$ cat config.mk
export PLATFORM = sky130hd
export DESIGN_NAME = cmhc_rx_end_flat
export DESIGN_NICKNAME = d
export VERILOG_FILES = /design/src/core/cmhc_pkg.sv /design/src/core/cmhc_link_if.sv /design/src/core/cmhc_rx_end.sv /design/src/flat_wrapper.sv
export SDC_FILE = /design/constraint.sdc
export NUM_CORES = 1
export LEC_CHECK = 0
export ABC_AREA = 1
export BUFFER_PORTS_ARGS = -buffer_cell sky130_fd_sc_hd__buf_2
export CORE_UTILIZATION = 30
export DETAILED_ROUTE_END_ITERATION = 8
export GPL_TIMING_DRIVEN = 0
export PLACE_DENSITY = 0.58
export SLEW_MARGIN = 15
export SYNTH_ARGS = -nofsm -noshare
export SYNTH_HDL_FRONTEND = slang
export SYNTH_SLANG_ARGS = --single-unit
$ cat constraint.sdc
create_clock -name ref_clk -period 16.97 [get_ports ref_clk]
set_clock_uncertainty 0.1 [all_clocks]
set_input_delay 4.2425 -clock ref_clk [delete_from_list [all_inputs] [get_ports ref_clk]]
set_output_delay 4.2425 -clock ref_clk [all_outputs]
set_load 0.02 [all_outputs]
$ cat src/core/cmhc_pkg.sv
/*
  Shared constants, types and the header check step for the cable MAC
  header codec. Assumes a single 200 MHz clock shared by both ends.
*/
package cmhc_pkg;
  // ==========================================================
  // Frame control byte layout
  localparam int TYPE_MSB  = 7;
  localparam int TYPE_LSB  = 6;
  localparam int PARAM_MSB = 5;
  localparam int PARAM_LSB = 1;
  localparam int EXT_BIT   = 0;

  typedef enum logic [1:0] {
    CMHC_PACKET  = 2'h0,
    CMHC_ATM     = 2'h1,
    CMHC_RSVD    = 2'h2,
    CMHC_MACSPEC = 2'h3
  } cmhc_frame_type_t;

  localparam logic [4:0]  PARAM_REQUEST = 5'h02;
  localparam logic [4:0]  PARAM_CONCAT  = 5'h1C;
  localparam logic [7:0]  STUFF_BYTE    = 8'hFF;
  localparam logic [7:0]  EXT_LEN_MAX   = 8'hF0;
  localparam logic [7:0]  TLV_KNOWN_MAX = 8'h0A;

  // ==========================================================
  // Check sequence
  localparam logic [15:0] CHECK_POLY = 16'h1021;
  localparam logic [15:0] CHECK_INIT = 16'hFFFF;

  // ==========================================================
  // Bit timing and buffering
  localparam int unsigned CLK_PERIOD_NS  = 5;
  localparam int unsigned BIT_PERIOD_NS  = 20;
  localparam int unsigned BIT_DIV_CYCLES = (BIT_PERIOD_NS + CLK_PERIOD_NS - 1) / CLK_PERIOD_NS;
  localparam logic [2:0]  BIT_DIV_LAST   = 3'(BIT_DIV_CYCLES - 1);
  localparam int          FIFO_WIDTH     = 8;
  localparam int          FIFO_DEPTH     = 16;

  // One serial step of the generator x^16 + x^12 + x^5 + 1
  function automatic logic [15:0] cmhcCheckStep(input logic [15:0] crc, input logic b);
    logic fb;
    fb = crc[15] ^ b;
    return {crc[14:0], 1'b0} ^ (fb ? CHECK_POLY : 16'h0000);
  endfunction
endpackage

$ cat src/core/cmhc_link_if.sv
/*
  Serial link between the transmitting end and the receiving end.
  Assumes both ends share one clock; bitValid is a one-cycle strobe.
*/
`timescale 1ns/100ps
`default_nettype none
interface cmhc_link_if;
  logic frameActive;
  logic bitValid;
  logic bitData;

  modport tx_end (output frameActive, output bitValid, output bitData);
  modport rx_end (input frameActive, input bitValid, input bitData);
endinterface
`default_nettype wire

$ cat src/core/cmhc_rx_end.sv
/*
  Receiving end: deserialises the link, parses and checks the MAC
  header, forwards extended header bytes and, except in ATM and reserved frames, body bytes in arrival order.
  Assumes the link strobes come from logic on the same clock.
*/
`timescale 1ns/100ps
`default_nettype none
module cmhc_rx_end
  import cmhc_pkg::*;
(
  input  wire logic   ref_clk,
  input  wire logic   reset,
  cmhc_link_if.rx_end link,
  output logic [7:0]  rxData,
  output logic        rxValid,
  output logic        rxIsExt,
  output logic        rxHeaderValid,
  output logic        rxHeaderError,
  output logic [1:0]  rxFrameTypeBits,
  output logic [4:0]  rxFrameTypeParamBits,
  output logic        rxExtHeaderPresentFlag,
  output logic [7:0]  rxExtHeaderLength,
  output logic [15:0] rxLengthWord,
  output logic        rxIsRequest,
  output logic [15:0] rxServiceIdentifier,
  output logic [7:0]  rxSlotsRequested,
  output logic [7:0]  rxConcatFrameCount,
  output logic        rxTlvValid,
  output logic [7:0]  rxTlvType,
  output logic [7:0]  rxTlvLength
);
  typedef enum logic [3:0] {
    R_FC = 4'h0, R_PARM = 4'h1, R_LENH = 4'h3, R_LENL = 4'h2, R_EXT = 4'h6,
    R_CHKH = 4'h7, R_CHKL = 4'h5, R_BODY = 4'h4, R_SKIP = 4'hC, R_DROP = 4'hD
  } cmhc_rx_state_t;

  typedef struct packed {
    cmhc_rx_state_t st;
    logic [7:0]     sr;
    logic [2:0]     bitCnt;
    logic [15:0]    crc;
    logic [7:0]     frameControlByte;
    logic [7:0]     headerParamByte;
    logic [15:0]    lengthWord;
    logic [7:0]     extLeft;
    logic [7:0]     checkHigh;
    logic [15:0]    bodyLeft;
    logic [1:0]     tlvPhase;
    logic [7:0]     tlvLeft;
    logic [7:0]     tlvHold;
    logic [7:0]     data;
    logic           valid;
    logic           isExt;
    logic           hdrValid;
    logic           hdrError;
    logic           isRequest;
    logic [15:0]    serviceIdentifier;
    logic [7:0]     slots;
    logic [7:0]     concatCount;
    logic           tlvValid;
    logic [7:0]     tlvType;
    logic [7:0]     tlvLength;
    logic [7:0]     extLength;
  } cmhc_rx_t;

  cmhc_rx_t           r_reg;
  cmhc_rx_t           r_next;
  logic [7:0]         byteVal;
  logic               byteDone;
  logic [7:0]         extLen;
  logic signed [16:0] bodyLen;
  logic [1:0]         frameType;
  logic [4:0]         frameParam;

  // ==========================================================
  // Byte assembly and header parsing
  always_comb begin
    r_next          = r_reg;
    r_next.valid    = 1'b0;
    r_next.hdrValid = 1'b0;
    r_next.hdrError = 1'b0;
    r_next.tlvValid = 1'b0;
    byteVal    = {link.bitData, r_reg.sr[7:1]};
    byteDone   = link.frameActive && link.bitValid && (r_reg.bitCnt == 3'h7);
    frameType  = r_reg.frameControlByte[TYPE_MSB:TYPE_LSB];
    frameParam = r_reg.frameControlByte[PARAM_MSB:PARAM_LSB];
    extLen     = r_reg.frameControlByte[EXT_BIT] ? r_reg.headerParamByte : 8'h00;
    bodyLen    = $signed({1'b0, r_reg.lengthWord}) - $signed({9'h000, extLen});

    if (!link.frameActive) begin
      r_next.st     = R_FC;
      r_next.bitCnt = 3'h0;
      r_next.crc    = CHECK_INIT;
    end else if (link.bitValid) begin
      r_next.sr     = byteVal;
      r_next.bitCnt = r_reg.bitCnt + 3'h1;
      if (r_reg.st inside {R_FC, R_PARM, R_LENH, R_LENL, R_EXT}) begin
        r_next.crc = cmhcCheckStep(r_reg.crc, link.bitData);
      end
    end

    if (byteDone) begin
      unique case (r_reg.st)
        R_FC: begin
          r_next.frameControlByte = byteVal;
          r_next.st = (byteVal[TYPE_MSB:PARAM_LSB] == STUFF_BYTE[TYPE_MSB:PARAM_LSB]) ? R_DROP : R_PARM;
        end
        R_PARM: begin
          r_next.headerParamByte = byteVal;
          r_next.extLeft = r_reg.frameControlByte[EXT_BIT] ? byteVal : 8'h00;
          r_next.extLength = r_reg.frameControlByte[EXT_BIT] ? byteVal : 8'h00;
          if (r_reg.frameControlByte[EXT_BIT] && byteVal > EXT_LEN_MAX) begin
            r_next.hdrError = 1'b1;
            r_next.st       = R_DROP;
          end else begin
            r_next.st = R_LENH;
          end
        end
        R_LENH: begin
          r_next.lengthWord[15:8] = byteVal;
          r_next.st = R_LENL;
        end
        R_LENL: begin
          r_next.lengthWord[7:0] = byteVal;
          r_next.tlvPhase = 2'h0;
          r_next.st = (r_reg.extLeft != 8'h00) ? R_EXT : R_CHKH;
        end
        R_EXT: begin
          r_next.data    = byteVal;
          r_next.valid   = 1'b1;
          r_next.isExt   = 1'b1;
          r_next.extLeft = r_reg.extLeft - 8'h01;
          unique case (r_reg.tlvPhase)
            2'h0: begin
              r_next.tlvHold  = byteVal;
              r_next.tlvPhase = 2'h1;
            end
            2'h1: begin
              r_next.tlvLeft  = byteVal;
              r_next.tlvPhase = (byteVal == 8'h00) ? 2'h0 : 2'h2;
              if (r_reg.tlvHold != 8'h00 && r_reg.tlvHold <= TLV_KNOWN_MAX) begin
                r_next.tlvValid  = 1'b1;
                r_next.tlvType   = r_reg.tlvHold;
                r_next.tlvLength = byteVal;
              end
            end
            default: begin
              r_next.tlvLeft = r_reg.tlvLeft - 8'h01;
              if (r_reg.tlvLeft == 8'h01) begin
                r_next.tlvPhase = 2'h0;
              end
            end
          endcase
          if (r_reg.extLeft == 8'h01) begin
            r_next.st = R_CHKH;
          end
        end
        R_CHKH: begin
          r_next.checkHigh = byteVal;
          r_next.st = R_CHKL;
        end
        R_CHKL: begin
          r_next.isRequest   = (frameType == CMHC_MACSPEC) && (frameParam == PARAM_REQUEST);
          r_next.slots       = r_reg.headerParamByte;
          r_next.concatCount = r_reg.headerParamByte;
          r_next.serviceIdentifier = r_reg.lengthWord;
          r_next.bodyLeft    = bodyLen[15:0];
          if ({r_reg.checkHigh, byteVal} != r_reg.crc) begin
            r_next.hdrError = 1'b1;
            r_next.st       = R_DROP;
          end else if (r_next.isRequest) begin
            r_next.hdrValid = 1'b1;
            r_next.st       = R_DROP;
          end else if (bodyLen < 0) begin
            r_next.hdrError = 1'b1;
            r_next.st       = R_DROP;
          end else begin
            r_next.hdrValid = 1'b1;
            if (bodyLen == 0) begin
              r_next.st = R_DROP;
            end else if (frameType == CMHC_ATM || frameType == CMHC_RSVD) begin
              r_next.st = R_SKIP;
            end else begin
              r_next.st = R_BODY;
            end
          end
        end
        R_BODY: begin
          r_next.data     = byteVal;
          r_next.valid    = 1'b1;
          r_next.isExt    = 1'b0;
          r_next.bodyLeft = r_reg.bodyLeft - 16'h0001;
          if (r_reg.bodyLeft == 16'h0001) begin
            r_next.st = R_DROP;
          end
        end
        R_SKIP: begin
          r_next.bodyLeft = r_reg.bodyLeft - 16'h0001;
          if (r_reg.bodyLeft == 16'h0001) begin
            r_next.st = R_DROP;
          end
        end
        R_DROP: r_next.st = R_DROP;
        default: r_next.st = R_DROP;
      endcase
    end
  end

  always_ff @(posedge ref_clk or posedge reset) begin
    if (reset) begin
      r_reg     <= '0;
      r_reg.crc <= CHECK_INIT;
    end else begin
      r_reg <= r_next;
    end
  end

  // ==========================================================
  // Outputs
  assign rxData                 = r_reg.data;
  assign rxValid                = r_reg.valid;
  assign rxIsExt                = r_reg.isExt;
  assign rxHeaderValid          = r_reg.hdrValid;
  assign rxHeaderError          = r_reg.hdrError;
  assign rxFrameTypeBits        = r_reg.frameControlByte[TYPE_MSB:TYPE_LSB];
  assign rxFrameTypeParamBits   = r_reg.frameControlByte[PARAM_MSB:PARAM_LSB];
  assign rxExtHeaderPresentFlag = r_reg.frameControlByte[EXT_BIT];
  assign rxExtHeaderLength      = r_reg.extLength;
  assign rxLengthWord           = r_reg.lengthWord;
  assign rxIsRequest            = r_reg.isRequest;
  assign rxServiceIdentifier    = r_reg.serviceIdentifier;
  assign rxSlotsRequested       = r_reg.slots;
  assign rxConcatFrameCount     = r_reg.concatCount;
  assign rxTlvValid             = r_reg.tlvValid;
  assign rxTlvType              = r_reg.tlvType;
  assign rxTlvLength            = r_reg.tlvLength;
endmodule
`default_nettype wire

$ cat src/flat_wrapper.sv
// flat-port wrapper written by rule: the top's interface ports become plain ports
module cmhc_rx_end_flat import cmhc_pkg::*;
  (ref_clk, reset, rxData, rxValid, rxIsExt, rxHeaderValid, rxHeaderError, rxFrameTypeBits, rxFrameTypeParamBits, rxExtHeaderPresentFlag, rxExtHeaderLength, rxLengthWord, rxIsRequest, rxServiceIdentifier, rxSlotsRequested, rxConcatFrameCount, rxTlvValid, rxTlvType, rxTlvLength, link_frameActive, link_bitValid, link_bitData);
  cmhc_link_if link_i ();
  input  wire logic ref_clk;
  input  wire logic reset;
  output logic [7:0] rxData;
  output logic rxValid;
  output logic rxIsExt;
  output logic rxHeaderValid;
  output logic rxHeaderError;
  output logic [1:0] rxFrameTypeBits;
  output logic [4:0] rxFrameTypeParamBits;
  output logic rxExtHeaderPresentFlag;
  output logic [7:0] rxExtHeaderLength;
  output logic [15:0] rxLengthWord;
  output logic rxIsRequest;
  output logic [15:0] rxServiceIdentifier;
  output logic [7:0] rxSlotsRequested;
  output logic [7:0] rxConcatFrameCount;
  output logic rxTlvValid;
  output logic [7:0] rxTlvType;
  output logic [7:0] rxTlvLength;
  input wire logic [$bits(link_i.frameActive)-1:0] link_frameActive;
  input wire logic [$bits(link_i.bitValid)-1:0] link_bitValid;
  input wire logic [$bits(link_i.bitData)-1:0] link_bitData;
  assign link_i.frameActive = link_frameActive;
  assign link_i.bitValid = link_bitValid;
  assign link_i.bitData = link_bitData;
  cmhc_rx_end u_core (.ref_clk(ref_clk), .reset(reset), .link(link_i), .rxData(rxData), .rxValid(rxValid), .rxIsExt(rxIsExt), .rxHeaderValid(rxHeaderValid), .rxHeaderError(rxHeaderError), .rxFrameTypeBits(rxFrameTypeBits), .rxFrameTypeParamBits(rxFrameTypeParamBits), .rxExtHeaderPresentFlag(rxExtHeaderPresentFlag), .rxExtHeaderLength(rxExtHeaderLength), .rxLengthWord(rxLengthWord), .rxIsRequest(rxIsRequest), .rxServiceIdentifier(rxServiceIdentifier), .rxSlotsRequested(rxSlotsRequested), .rxConcatFrameCount(rxConcatFrameCount), .rxTlvValid(rxTlvValid), .rxTlvType(rxTlvType), .rxTlvLength(rxTlvLength));
endmodule
==> impl_results.md <==
* Status: completed
* Clk_lat worst skew at about 430 ps
* Synth warn at 0
* Prevailing post-synth register cell: dfrtp_1
* Hold Buf Count CTS at 0
* Inserted Clock Buffers at 17
* Min-Delay Path Class: reg -> reg
* Row cnt at 64
* Number of gates resized after CTS at 0
* WL/cell at 14.9 microns
* EDFF count, synth at 0
* Vias at between 8000 and 9000
* Starting Density at 0.307
* Post-synthesis sequential area ratio at 0.463
* Final net count at 1335
* Total of max-cap violations at 0
* Vias in the first global route at 7709
* Cell area power density at 77.6 mW/mm^2
* Postcts setup bufs at 0
* VDD IR max at 61.8 uV
* DR DRC count at 0
* Clk sinks at ~170
* Share of layout cells above drive strength 1 at 0.203
* Mapped Area at roughly 0.0094 sq mm
* Final setup viols at 0
* Placeable Area at roughly 0.031 sq mm
* Max-slew headroom at 0.470
* CTS tree: done
* Worst EP arrival at about 5800 ps
* Die width at around 180 microns
* DIE HEIGHT at roughly 180 microns
* Final Slew Violations at 0
* Via/cell ratio at around 4.8
* Critical Path Sink Type: register
* Ys async rst share at 1.00
* N_diodes at 0
* Number of port buffers at 97
* Largest net degree at the start of global routing at around 110
* Crit-path max cell delay at around 480 ps
* Synthesized area per cell at 7.91 sq um
* CP Cell Sequence: buf_4 > nand2_4 > inv_2 > nand2_2 > buf_6 > nor2_1 > buf_2 > a21oi_1
* Crit-path slowest cell: nor2_1
* H-tree levels at 4
* Fmax at around 180 MHz
* Maximum fanout along the worst path at 10
* Final hold vios at 0
* DR iter-0 viols at roughly 560
* Critical path type: in -> reg
* Post-Synthesis Cells at 1194
* Post-route ant nets at 0
* DP Wirelength at 18700 microns
* Post-layout util at 0.358
* Bufs on Longest Clock Path at 2
* Min cycle time layout at around 5700 ps
* Syn_nets at 1218
* Placer Congestion at between 0.9 and 1
* Total track usage at 0.162
* Critical path buffer and inverter count at 4
* Startpoint Class: input pin
* Worst path top cell family by delay: buffers and inverters
* Leakage at 5.74 nW
* Worst slew pin tran at about 800 ps
* Yosys reg bits at 174
* Setup tns final at 0 ps
* Drt pass-1 iters at 8
* Initial antenna violation count at 0
* Largest register FFs at 81
* Req. time, crit path at between 15000 and 20000 ps
* Die area at ~0.032 sq mm
* RSZ-0062 raised after global routing: false
* Final hold slack at 375 ps
* GRT overflow at 0
* Ratio of final minimum period to clock period at 0.334
* First-pass GRT wire length at just over 40000 microns
* Clock-pin transition on the worst setup and hold timing paths at approximately 70 ps
* Synthesis-to-finish area growth at 16.5%
* Overall Power at between 0.8 and 0.9 mW
* Post-synth cell types at 42
* Root buffer cell: clkbuf_16
* I/O pin count at 99
* Routed WL at 25700 microns
worst min-delay path, cell delays in order, from the launching register on:
cell,delay (ps)
dfrtp_1,350
nand2_1,50
nand2_1,40
path summary, 6_finish.rpt:
path,startpoint,end,slack (ps),depth (start not counted)
worst max-delay path,link_frameActive,u_core.rxFrameTypeParamBits[2],11300,8
worst min-delay path,u_core.rxServiceIdentifier[2],u_core.rxServiceIdentifier[2],380,2
worst max register to register,u_core.rxExtHeaderPresentFlag,u_core.rxHeaderError,13400,14
worst min register to register,u_core.rxServiceIdentifier[2],u_core.rxServiceIdentifier[2],380,2
max in group asynchronous,reset,u_core.r_reg[156],12060,3
min in group asynchronous,reset,u_core.rxServiceIdentifier[4],3860,2
metal layers:
metal	global-route usage	part of all wire	up-vias	wire length, microns
li1	-	-	4008	-
met5	0	0	-	0
met1	0.225	0.47	3950	12200
met3	0.0251	0.041	26	1050
met4	0.0462	0.013	0	345
met2	0.260	0.47	187	12100
synth_stat cells (12+ instances only):
master / count / area, sq um
buf_2: 13 / 65.1
xor2_1: 18 / 158
nand4_1: 19 / 119
nor3_1: 12 / 60.1
inv_1: 107 / 402
nor2_1: 88 / 330
nand3_1: 52 / 260
clkbuf_1: 20 / 75.1
dfrtp_1: 158 / 3950
a21oi_1: 43 / 215
xnor2_1: 14 / 123
ha_1: 18 / 225
dfstp_2: 16 / 420
nand2_1: 334 / 1250
o21ai_0: 136 / 681
buf_4: 88 / 661
placed cells by master (no fill, tap or decap), types with 2 or more instances in the layout:
| cell type | n |
|---|---|
| a22oi_1 | 5 |
| o22ai_1 | 6 |
| inv_1 | 106 |
| nand3_1 | 52 |
| or2_2 | 4 |
| nor3_1 | 12 |
| a21oi_1 | 43 |
| xor2_1 | 18 |
| nor2_2 | 3 |
| o21ai_0 | 136 |
| dfrtp_1 | 158 |
| clkinv_2 | 2 |
| buf_2 | 110 |
| o32ai_1 | 3 |
| nor2_4 | 3 |
| o31ai_1 | 2 |
| inv_6 | 4 |
| ha_1 | 18 |
| clkbuf_16 | 17 |
| buf_4 | 88 |
| nor4_1 | 4 |
| inv_2 | 7 |
| clkbuf_1 | 22 |
| nand4_1 | 19 |
| dfstp_2 | 16 |
| o211ai_1 | 5 |
| nor2_1 | 88 |
| clkinvlp_4 | 4 |
| nand2_1 | 334 |
| xnor2_1 | 14 |
per-stage QoR:
stage / worst slack (ps) / std cells / cell area [sq um]
finish: 11300 / 1719 / 11000
global route: 11200 / 1719 / 11000
CTS: 11280 / 1719 / 11000
detailed placement: 10830 / 1688 / 10500
global placement: 5740 / 1687 / 10400
floorplan: 7940 / 1194 / 9450
report_power, final:
group | switching, mW | internal, mW
Combinational | 0.0355 | 0.0111
Sequential | 0.00979 | 0.422
Clock | 0.173 | 0.203
Total | 0.218 | 0.636
final cells by class:
class / count / area, sq um
inverters: 115 / 439
clock buffers: 19 / 433
flip-flops and latches: 174 / 4370
well taps: 396 / 495
clock inverters: 12 / 114
fillers: 3277 / 19700
plain buffers: 122 / 812
multi-input cells: 783 / 3830
repair buffers: 98 / 513
kinds of logic after synthesis:
| group | after synthesis | synth area share |
|---|---|---|
| compound gates | 207 | 0.117 |
| xor+xnor | 32 | 0.0297 |
| fa+ha+maj | 19 | 0.0260 |
| buf+inv | 237 | 0.132 |
| flops | 174 | 0.463 |
| simple gates | 525 | 0.233 |
Note: power is estimated with default switching activity, not from simulation.
